<file path="src/logic/gp0_pkg.sv">
package gp0_pkg;

    localparam int NPINS = 8;
    localparam int ADR_W = 8;

    // Byte addresses of the port registers
    localparam logic [7:0] OFF_DATA = 8'h00;
    localparam logic [7:0] OFF_DIR = 8'h04;
    localparam logic [7:0] OFF_PUL = 8'h08;
    localparam logic [7:0] OFF_AIDL = 8'h0C;
    localparam logic [7:0] OFF_AIDH = 8'h10;
    localparam logic [7:0] OFF_CTRL = 8'h14;

    localparam logic [7:0] RST_BYTE = 8'h00;
    localparam logic [23:0] PAD_ZERO = 24'h000000;
    localparam logic [31:0] UNMAPPED_DATA = 32'h00000000;

    // Control register field
    localparam int CTRL_STBY_BIT = 0;

    // Pin roles for comparator functions
    localparam int PIN_CMP_A_POS = 0;
    localparam int PIN_CMP_A_NEG = 1;
    localparam int PIN_CMP_A_OUT = 2;
    localparam int PIN_CMP_B_POS = 3;
    localparam int PIN_CMP_B_NEG = 4;
    localparam int PIN_CMP_B_OUT = 5;

    typedef enum logic [6:0] {
        RS_DATA = 7'h01,
        RS_DIR = 7'h02,
        RS_PUL = 7'h04,
        RS_AIDL = 7'h08,
        RS_AIDH = 7'h10,
        RS_CTRL = 7'h20,
        RS_NONE = 7'h40
    } gp0_reg_t;

    typedef enum logic [1:0] {
        BS_IDLE = 2'h1,
        BS_ACK = 2'h2
    } gp0_bus_t;

    // Byte address decode, shared by write strobes and read mux
    function automatic gp0_reg_t gp0_decode(input logic [ADR_W-1:0] adr);
        gp0_reg_t r;
        r = RS_NONE;
        unique case (adr)
            OFF_DATA: r = RS_DATA;
            OFF_DIR: r = RS_DIR;
            OFF_PUL: r = RS_PUL;
            OFF_AIDL: r = RS_AIDL;
            OFF_AIDH: r = RS_AIDH;
            OFF_CTRL: r = RS_CTRL;
            default: r = RS_NONE;
        endcase
        return r;
    endfunction

endpackage

</file>
<file path="src/logic/gp0_pin_cell.sv">
`timescale 1ns/1ps
// One pin: driver select, enable and pull-up control
module gp0_pin_cell (
    input wire logic latch_i,
    input wire logic dir_i,
    input wire logic pul_i,
    input wire logic periph_oe_i,
    input wire logic periph_val_i,
    input wire logic hiz_i,
    output logic pin_o,
    output logic oe_o,
    output logic pullup_o
);

    always_comb begin
        // [RQ3] [RQ16] peripheral over latch
        pin_o = periph_oe_i ? periph_val_i : latch_i;
        oe_o = (dir_i | periph_oe_i) & ~hiz_i;
        // [RQ14] pull-up drop low
        pullup_o = pul_i & ~(oe_o & ~pin_o);
    end

endmodule

</file>
<file path="src/logic/gp0_wb_slave.sv">
`timescale 1ns/1ps
// Classic Wishbone slave front end: one wait state, registered answer
module gp0_wb_slave (
    input wire logic clk_i,
    input wire logic rst_i,
    input wire logic wb_cyc_i,
    input wire logic wb_stb_i,
    input wire logic wb_we_i,
    input wire logic [7:0] wb_adr_i,
    input wire logic [3:0] wb_sel_i,
    input wire logic [7:0] rdata_i,
    input wire logic rd_hit_i,
    output logic [31:0] wb_dat_o,
    output logic wb_ack_o,
    output logic wr_stb_o,
    output gp0_pkg::gp0_reg_t sel_o
);

    gp0_pkg::gp0_bus_t state_q;
    logic req;

    assign req = wb_cyc_i & wb_stb_i;
    assign sel_o = gp0_pkg::gp0_decode(wb_adr_i);
    assign wb_ack_o = (state_q == gp0_pkg::BS_ACK);
    // [RQ17] write at ack edge
    assign wr_stb_o = wb_ack_o & req & wb_we_i & wb_sel_i[0];

    always_ff @(posedge clk_i) begin
        if (rst_i) begin
            state_q <= gp0_pkg::BS_IDLE;
        end else begin
            unique case (state_q)
                gp0_pkg::BS_IDLE: begin
                    if (req) begin
                        state_q <= gp0_pkg::BS_ACK;
                    end
                end
                gp0_pkg::BS_ACK: begin
                    state_q <= gp0_pkg::BS_IDLE;
                end
                default: begin
                    state_q <= gp0_pkg::BS_IDLE;
                end
            endcase
        end
    end

    // Read data sampled as the request is taken
    always_ff @(posedge clk_i) begin
        if (rst_i) begin
            wb_dat_o <= gp0_pkg::UNMAPPED_DATA;
        end else if (state_q == gp0_pkg::BS_IDLE && req) begin
            if (rd_hit_i) begin
                wb_dat_o <= {gp0_pkg::PAD_ZERO, rdata_i};
            end else begin
                wb_dat_o <= gp0_pkg::UNMAPPED_DATA;
            end
        end
    end

endmodule

</file>
<file path="src/logic/gp0_port.sv">
// Local design decisions: the Wishbone register port and the register offsets.
`timescale 1ns/1ps
// Behaviour
// [RQ1] Plain data read returns pin levels, 0 low and 1 high.
// [RQ2] Read-modify-write data read returns the output latch instead.
// [RQ3] Latch bit 0 or 1 drives its output pin low or high.
// [RQ4] Direction bit 0 makes input, 1 enables the pin driver.
// [RQ5] Pull-up bit 0 leaves pull-up off, 1 turns it on.
// [RQ6] Analog-disable bit 0 keeps analog use, 1 enables digital input.
// [RQ7] Register bit n serves pin n, bit0 lowest to bit7 highest.
// [RQ8] Direction, pull-up and analog-disable registers read back as written.
// [RQ9] All port registers and both analog-disable registers reset to zero.
// [RQ10] Each pin feeds its own interrupt input and analog channel.
// [RQ11] Pins 2 and 5 carry comparator outputs a and b when enabled.
// [RQ12] Pins 0,1 feed comparator a inputs; pins 3,4 comparator b.
// [RQ13] Standby select in stop or watch: pins float, inputs held low; the code holds low only pins whose ext_irq_en_i bit is 0.
// [RQ14] Pull-up disconnected from any pin driven low.
// [RQ15] Data writes always load the latch; only outputs show it.
// [RQ16] Peripheral output enable drives pin; plain read still shows level.
// [RQ17] Writes act from the completing edge, bit by bit.
module gp0_port (
    input wire logic clk_i,
    input wire logic rst_i,
    input wire logic wb_cyc_i,
    input wire logic wb_stb_i,
    input wire logic wb_we_i,
    input wire logic wb_lock_i,
    input wire logic [7:0] wb_adr_i,
    input wire logic [3:0] wb_sel_i,
    input wire logic [31:0] wb_dat_i,
    output logic [31:0] wb_dat_o,
    output logic wb_ack_o,
    input wire logic [7:0] pin_i,
    output logic [7:0] pin_o,
    output logic [7:0] pin_oe_o,
    output logic [7:0] pullup_o,
    input wire logic standby_mode_i,
    input wire logic [7:0] ext_irq_en_i,
    input wire logic cmp_a_digital_out_i,
    input wire logic cmp_a_oe_i,
    input wire logic cmp_b_digital_out_i,
    input wire logic cmp_b_oe_i,
    output logic [7:0] ext_irq_in_o,
    output logic [7:0] analog_chan_o,
    output logic [7:0] analog_input_disable_high_o,
    output logic cmp_a_positive_in_o,
    output logic cmp_a_negative_in_o,
    output logic cmp_b_positive_in_o,
    output logic cmp_b_negative_in_o
);

    logic [7:0] port_data_latch_q;
    logic [7:0] port_direction_q;
    logic [7:0] port_pullup_enable_q;
    logic [7:0] analog_input_disable_low_q;
    logic [7:0] analog_input_disable_high_q;
    logic standby_pin_hiz_select_q;
    logic wr_stb;
    gp0_pkg::gp0_reg_t sel;
    logic [7:0] wdata;
    logic [7:0] rdata;
    logic rd_hit;
    logic hiz;
    logic [7:0] blocked;
    logic [7:0] pin_level;
    logic [7:0] periph_oe;
    logic [7:0] periph_val;

    assign wdata = wb_dat_i[7:0];

    gp0_wb_slave u_bus (
        .clk_i(clk_i),
        .rst_i(rst_i),
        .wb_cyc_i(wb_cyc_i),
        .wb_stb_i(wb_stb_i),
        .wb_we_i(wb_we_i),
        .wb_adr_i(wb_adr_i),
        .wb_sel_i(wb_sel_i),
        .rdata_i(rdata),
        .rd_hit_i(rd_hit),
        .wb_dat_o(wb_dat_o),
        .wb_ack_o(wb_ack_o),
        .wr_stb_o(wr_stb),
        .sel_o(sel)
    );

    // [RQ15] latch always loaded
    always_ff @(posedge clk_i) begin
        if (rst_i) begin
            port_data_latch_q <= gp0_pkg::RST_BYTE;
        end else if (wr_stb && sel == gp0_pkg::RS_DATA) begin
            port_data_latch_q <= wdata;
        end
    end

    // [RQ4] direction register
    always_ff @(posedge clk_i) begin
        if (rst_i) begin
            port_direction_q <= gp0_pkg::RST_BYTE;
        end else if (wr_stb && sel == gp0_pkg::RS_DIR) begin
            port_direction_q <= wdata;
        end
    end

    // [RQ5] pull-up register
    always_ff @(posedge clk_i) begin
        if (rst_i) begin
            port_pullup_enable_q <= gp0_pkg::RST_BYTE;
        end else if (wr_stb && sel == gp0_pkg::RS_PUL) begin
            port_pullup_enable_q <= wdata;
        end
    end

    // [RQ9] analog disable registers clear
    always_ff @(posedge clk_i) begin
        if (rst_i) begin
            analog_input_disable_low_q <= gp0_pkg::RST_BYTE;
            analog_input_disable_high_q <= gp0_pkg::RST_BYTE;
        end else if (wr_stb) begin
            if (sel == gp0_pkg::RS_AIDL) begin
                analog_input_disable_low_q <= wdata;
            end
            if (sel == gp0_pkg::RS_AIDH) begin
                analog_input_disable_high_q <= wdata;
            end
        end
    end

    always_ff @(posedge clk_i) begin
        if (rst_i) begin
            standby_pin_hiz_select_q <= 1'b0;
        end else if (wr_stb && sel == gp0_pkg::RS_CTRL) begin
            standby_pin_hiz_select_q <= wdata[gp0_pkg::CTRL_STBY_BIT];
        end
    end

    // [RQ13] standby float and input block
    assign hiz = standby_pin_hiz_select_q & standby_mode_i;
    assign blocked = {8{hiz}} & ~ext_irq_en_i;

    // [RQ6] digital input gate
    assign pin_level = pin_i & analog_input_disable_low_q & ~blocked;

    // [RQ10] interrupt and analog feeds
    assign ext_irq_in_o = pin_i & ~blocked;
    assign analog_chan_o = ~analog_input_disable_low_q;
    assign analog_input_disable_high_o = analog_input_disable_high_q;

    // [RQ12] comparator input taps
    assign cmp_a_positive_in_o = pin_i[gp0_pkg::PIN_CMP_A_POS];
    assign cmp_a_negative_in_o = pin_i[gp0_pkg::PIN_CMP_A_NEG];
    assign cmp_b_positive_in_o = pin_i[gp0_pkg::PIN_CMP_B_POS];
    assign cmp_b_negative_in_o = pin_i[gp0_pkg::PIN_CMP_B_NEG];

    // [RQ11] comparator output pins
    always_comb begin
        periph_oe = 8'h00;
        periph_val = 8'h00;
        periph_oe[gp0_pkg::PIN_CMP_A_OUT] = cmp_a_oe_i;
        periph_val[gp0_pkg::PIN_CMP_A_OUT] = cmp_a_digital_out_i;
        periph_oe[gp0_pkg::PIN_CMP_B_OUT] = cmp_b_oe_i;
        periph_val[gp0_pkg::PIN_CMP_B_OUT] = cmp_b_digital_out_i;
    end

    // [RQ7] bit n drives pin n
    for (genvar n = 0; n < gp0_pkg::NPINS; n++) begin : g_pin
        gp0_pin_cell u_cell (
            .latch_i(port_data_latch_q[n]),
            .dir_i(port_direction_q[n]),
            .pul_i(port_pullup_enable_q[n]),
            .periph_oe_i(periph_oe[n]),
            .periph_val_i(periph_val[n]),
            .hiz_i(hiz),
            .pin_o(pin_o[n]),
            .oe_o(pin_oe_o[n]),
            .pullup_o(pullup_o[n])
        );
    end

    // [RQ1] [RQ2] read mux, pin level or latch
    always_comb begin
        rdata = 8'h00;
        rd_hit = 1'b1;
        unique case (sel)
            gp0_pkg::RS_DATA: rdata = wb_lock_i ? port_data_latch_q : pin_level;
            // [RQ8] plain readback
            gp0_pkg::RS_DIR: rdata = port_direction_q;
            gp0_pkg::RS_PUL: rdata = port_pullup_enable_q;
            gp0_pkg::RS_AIDL: rdata = analog_input_disable_low_q;
            gp0_pkg::RS_AIDH: rdata = analog_input_disable_high_q;
            gp0_pkg::RS_CTRL: rdata[gp0_pkg::CTRL_STBY_BIT] = standby_pin_hiz_select_q;
            default: rd_hit = 1'b0;
        endcase
    end

    logic req_take;
    assign req_take = wb_cyc_i & wb_stb_i & ~wb_ack_o;
endmodule

</file>
<file path="config.mk">
export PLATFORM = sky130hd
export DESIGN_NAME = gp0_port
export DESIGN_NICKNAME = d
export VERILOG_FILES = /design/src/logic/gp0_pkg.sv /design/src/logic/gp0_pin_cell.sv /design/src/logic/gp0_wb_slave.sv /design/src/logic/gp0_port.sv
export SDC_FILE = /design/constraint.sdc
export NUM_CORES = 1
export LEC_CHECK = 0
export ABC_CLOCK_PERIOD_IN_PS = 2000
export CAP_MARGIN = 5
export CORE_UTILIZATION = 57
export DETAILED_ROUTE_END_ITERATION = 8
export DONT_BUFFER_PORTS = 1
export GPL_TIMING_DRIVEN = 0
export PLACE_DENSITY = 0.75
export SLEW_MARGIN = 20
export SYNTH_ARGS = -nofsm -noshare
export SYNTH_HDL_FRONTEND = slang
export SYNTH_SLANG_ARGS = --single-unit
export TNS_END_PERCENT = 5
</file>
<file path="constraint.sdc">
create_clock -name clk_i -period 2 [get_ports clk_i]
set_input_delay 0.4 -clock clk_i [delete_from_list [all_inputs] [get_ports clk_i]]
set_output_delay 0.4 -clock clk_i [all_outputs]
set_load 0.005 [all_outputs]
</file>
Word-level counts from Yosys, hierarchy flattened
Index checks and enable logic that the tools add are counted.
- bits in writable memories: 0
- output and inout port bits: 85
- ROM bits: 0
- memories: 0
- input port bits: 71
- bits in registers: 75
- latch bits: 0
- reduce and logical (&&, ||, !) cells: 10
- add/sub/neg operators: 0
- multipliers: 0
- shift-type cells: 0
- equality and inequality tests: 13
- divide/modulo/power cells: 0
- bitwise logic cells: 56
- multiplexer cells: 8
- magnitude comparators: 0
- operators with widths (cell ; number):
    7-bit case mux with 6 select lines ; 1
    7-bit case mux with 5 select lines ; 1
    8-bit bitwise AND ; 4
    1-bit bitwise AND ; 29
    8-bit inverter ; 3
    1-bit inverter ; 18
    8-bit by 4-bit equality test with 1-bit output, second input constant ; 2
    8-bit by 5-bit equality test with 1-bit output, second input constant ; 2
    8-bit 2-to-1 mux ; 2
    8-bit by 3-bit equality test with 1-bit output, second input constant ; 1
    8-bit logical NOT ; 1
    7-bit by 1-bit equality test with 1-bit output, second input constant ; 1
    7-bit by 2-bit equality test with 1-bit output, second input constant ; 1
    7-bit by 3-bit equality test with 1-bit output, second input constant ; 1
    7-bit by 4-bit equality test with 1-bit output, second input constant ; 1
    7-bit by 5-bit equality test with 1-bit output, second input constant ; 1
    7-bit by 6-bit equality test with 1-bit output, second input constant ; 1
    1-bit case mux with 6 select lines ; 1
    6-bit OR reduction ; 1
    1-bit logical AND ; 5
    2-bit AND reduction ; 2
    1-bit 2-to-1 mux ; 3
    2-bit by 1-bit equality test with 1-bit output, second input constant ; 1
    2-bit equality test, second input constant ; 1
    other kinds (2) ; 3

Logic depth before layout (Yosys ltp)
- word-level depth: 7
- gate-level depth with buffers: 6

Modules after synthesis
A second synthesis with hierarchy kept.
- cell total of the unflattened synthesis: 373
- area, all modules: 3310.7 um2
- modules (own cells, without submodules) (module ; seq. area each (um2) ; area each (um2) ; instances ; cells each):
    gp0_port ; 820.8 ; 2229.6 ; 1 ; 243
    gp0_wb_slave ; 200.2 ; 740.7 ; 1 ; 82
    gp0_pin_cell ; 0.0 ; 42.5 ; 8 ; 6

Least setup slack after synthesis
OpenSTA, ideal clock, no wires.
- kind: input -> register
- start: input port wb_adr_i[2]
- end: register port_data_latch_q[0]
- arrival time: 1944 ps
- data required time: 1872 ps
- setup time: 128 ps
- slack: -71 ps
- path buffers: 1
- stages on the path: 5
- path through: buf_2 or4_4 nor4_4 mux2i_1 nor2_1
- longest elaborated chain between the ends: 4
- elaborated cells on any way between the ends: 9
- ends and longest elaborated chain (item ; line ; source):
    from (decl) ; gp0_port.sv:28 ; input wire logic [7:0] wb_adr_i,
    8-bit by 5-bit equality test with 1-bit output, or another cell as far along ; gp0_pkg.sv:48 ; unique case (adr)
    7-bit case mux with 6 select lines * ; gp0_pkg.sv:48 ;
    7-bit by 1-bit equality test with 1-bit output * ; gp0_port.sv:91 ; end else if (wr_stb && sel == gp0_pkg::RS_DATA) begin
    1-bit logical AND * ; gp0_port.sv:91 ;
    to (signal assigned) ; gp0_port.sv:90 ; port_data_latch_q <= gp0_pkg::RST_BYTE;
    to (signal assigned) ; gp0_port.sv:92 ; port_data_latch_q <= wdata;
    to (decl) ; gp0_port.sv:52 ; logic [7:0] port_data_latch_q;
Mark *: on every way between the ends. The rest lies on a longest branch, timed or not.
A chain may end at the register's enable or synchronous reset.

Worst setup path in the final report
- start: input port wb_adr_i[6]
- end: register port_data_latch_q[2]
Same word-level chain as after synthesis.

==> metrics.cfg <==
[clock_tree]
post-cts-setup-buffers=0
cts_tree=yes
cts-buffers-inserted=5
cts.sinks=51
clk_pin_slew_ns=0.09
clock_latency_ns=0.30
clock-root-buffer=clkbuf_8
cts.htree.levels=2
cts_buffer_depth=2
postCtsHoldBufs=0

[drt]
wire_per_inst_um=18.1
vias=2851
ant_nets=0
drt_wl_total_mm=8.67
drt_iter0_markers=182
drc=0
drtPass1Iterations=5
via_per_inst=5.95

[timing]
slew_headroom_pct=37.7
hold_viol_final=0
setup_violations=0
worst_pin_slew_ns=0.927
period_needed_ns=1.98
hold_ws_ns=0.236
post-route-worst-setup-slack_ns=0.0198
rsz0062_at_grt=true
min_period_over_period_pct=99.0
finalMaxSlewViolations=0
fmax_mhz=505
fin_skew_ns=0.00719

[placed_design]
gp_congestion=0.903
pre_cts_ws_ns=-0.377
dp_hpwl_mm=6.34
port_buffers=0

[power_and_ir_drop]
leakagePower_nw=1.26
p_per_area_nw_per_um2=514
switching_share_pct=23.8
power.switching_w=0.000425
power_frac_comb_pct=9.3
intPower_w=0.00136
vdd_drop_max_mv=0.418
pwr-share-clk_pct=33.7
seq_power_share_pct=56.9

[floorplanning]
die_area_sq_um=5860
die_h_um=76.6
core_area_sq_um=5240
ioPinCount=156
start_util_pct=60.5
fp-row-count=26
die_w_um=76.6

[logic_synthesis]
avgSynthCellArea_sq_um=8.34
postSynthCellCount=380
netlist_area_sq_um=3170
synth_ff_type=dfxtp_1
synth_edf_count=0
async_flop_share_pct=0
yosysUniqueCellTypes=47
synth-seq-cells=51
yosysSeqAreaShare_pct=32.2
yosysWarnings=0

[run_status]
status=completed

[finish]
regArea_sq_um=1020
area_growth_pct=9.68
n_antenna_cell=0
layout_common_cells=buf_4, dfxtp_1, nor2_1
drive_gt1_share_pct=20.5
final_common_cell=buf_4
fillers=501
multi_input_area_sq_um=1730
nets=480

[flow_run]
cap_violations=0

[hold_path]
holdCritPathClass=in2reg

[worst_setup_path]
cp-start-kind=input pin
critPathCaptureType=flip-flop
path_class=in2reg
worstPathMaxFanout=8
arrival_ns=2.15
cp.required_ns=2.17

[grt]
grtUsageMet3_pct=8.74
top_usage_layer=met2
grt_max_degree=15
grt_antenna_before_repair=0
met2_usage_pct=51.1
grtUsageTotal_pct=30.2
grt_pass1_vias=2714
grt_pass1_wl_mm=13.9
grt.met1_usage_pct=37.8
grt_remaining_overflow=0

==> power by group through the flow <==
stage | Combinational (W) | Clock, W | Sequential (W)
finish | 0.000167 | 0.000602 | 0.00102
global route | 0.000180 | 0.000644 | 0.00102
CTS | 0.000161 | 0.000608 | 0.00102
detailed placement | 0.000159 | 0 | 0.00104
global placement | 0.000158 | 0 | 0.00104
floorplan | 0.000131 | 0 | 0.00104
==> stage by stage <==
step | TNS, ns | cells | cell area, sq um | power [W] | util [%]
floorplan | -0.208 | 403 | 3260 | 0.00117 | -
global placement | -11.22 | 473 | 3350 | 0.00120 | 64.0
detailed placement | -12.31 | 473 | 3350 | 0.00120 | 64.0
CTS | 0 | 479 | 3450 | 0.00179 | 65.9
global route | -0.473 | 479 | 3470 | 0.00184 | 66.3
finish | 0 | 479 | 3470 | 0.00178 | 66.3
==> critical path, cell delays in order <==
cell,delay (ns)
or4_4,0.51
buf_6,0.15
nor4_4,0.76
mux2i_1,0.27
nor2_1,0.05
==> registers in the layout (all words and copies together), names as in the netlist <==
signal,cells
analog_input_disable_high_o,8
analog_input_disable_low_q,8
port_data_latch_q,8
port_direction_q,8
port_pullup_enable_q,8
standby_pin_hiz_select_q,1
u_bus.state_q,2
u_bus.wb_dat_o,8
==> final cells by class <==
| class | count | area share, % |
|---|---|---|
| Inverter | 17 | 1.84 |
| Buffer | 72 | 13.9 |
| Tap cell | 70 | 2.52 |
| Multi-Input combinational cell | 262 | 49.7 |
| Clock buffer | 6 | 2.38 |
| Clock inverter | 1 | 0.144 |
| Sequential cell | 51 | 29.5 |
==> layer usage <==
| layer | vias up | part of all wire, % |
|---|---|---|
| li1 | 1329 | - |
| met1 | 1343 | 41 |
| met2 | 162 | 47 |
| met3 | 17 | 10 |
| met4 | 0 | 1.8 |
| met5 | - | 0 |
==> synthesized netlist by cell type (2+ instances only) <==
master     number  area (sq um)
buf_4          52           390
dfxtp_1        51          1020
nor2_1         30           113
mux2i_1        25           250
nand3_1        20           100
o21ai_0        20           100
a21oi_1        18          90.1
inv_1          17          63.8
clkbuf_1       16          60.1
nand2_1        16          60.1
and2_1         14          87.6
mux2_2         10           113
nor2b_1         9          56.3
nand3b_1        8          60.1
a21boi_0        6          45.0
a22oi_1         6          45.0
a2bb2oi_1       6          52.6
a32oi_1         6          52.6
o22ai_1         6          37.5
o22a_1          5          43.8
and3_1          3          18.8
buf_2           3          15.0
o21a_1          3          22.5
a32o_1          2          20.0
and4_1          2          17.5
and4b_1         2          20.0
buf_1           2          7.51
nor3_1          2          10.0
nor4_4          2          42.5
==> timing repair <==
action / in CTS / in global routing
gates resized for setup: 5 / 7
endpoints found under the setup margin: 33 / 31
pin swaps: 1 / 3
==> path summary, 6_finish.rpt <==
path | from | endpoint | slack, ns | cells after the start
setup reg to reg | u_bus.state_q[0]$_SDFFE_PP1P_ | port_data_latch_q[2]$_SDFFE_PP0P_ | 0.12 | 4
setup / recovery | wb_adr_i[6] | port_data_latch_q[2]$_SDFFE_PP0P_ | 0.02 | 5
hold reg to reg | analog_input_disable_low_q[2]$_SDFFE_PP0P_ | analog_input_disable_low_q[2]$_SDFFE_PP0P_ | 0.50 | 2
hold / removal | wb_dat_i[0] | standby_pin_hiz_select_q$_SDFFE_PP0P_ | 0.24 | 2
==> kinds of logic (layout without fill, tap and decap cells) <==
kind of cell	Yosys count	in the layout	synth area share (%)
AND/OR/NAND/NOR	118	118	21.2
other	1	24	0.118
buffers and inverters	90	96	16.9
multiplexers	35	35	11.5
flip-flops	51	51	32.2
AO/OA/AOI/OAI	85	85	18.0
(Power assumes the default switching activity.)
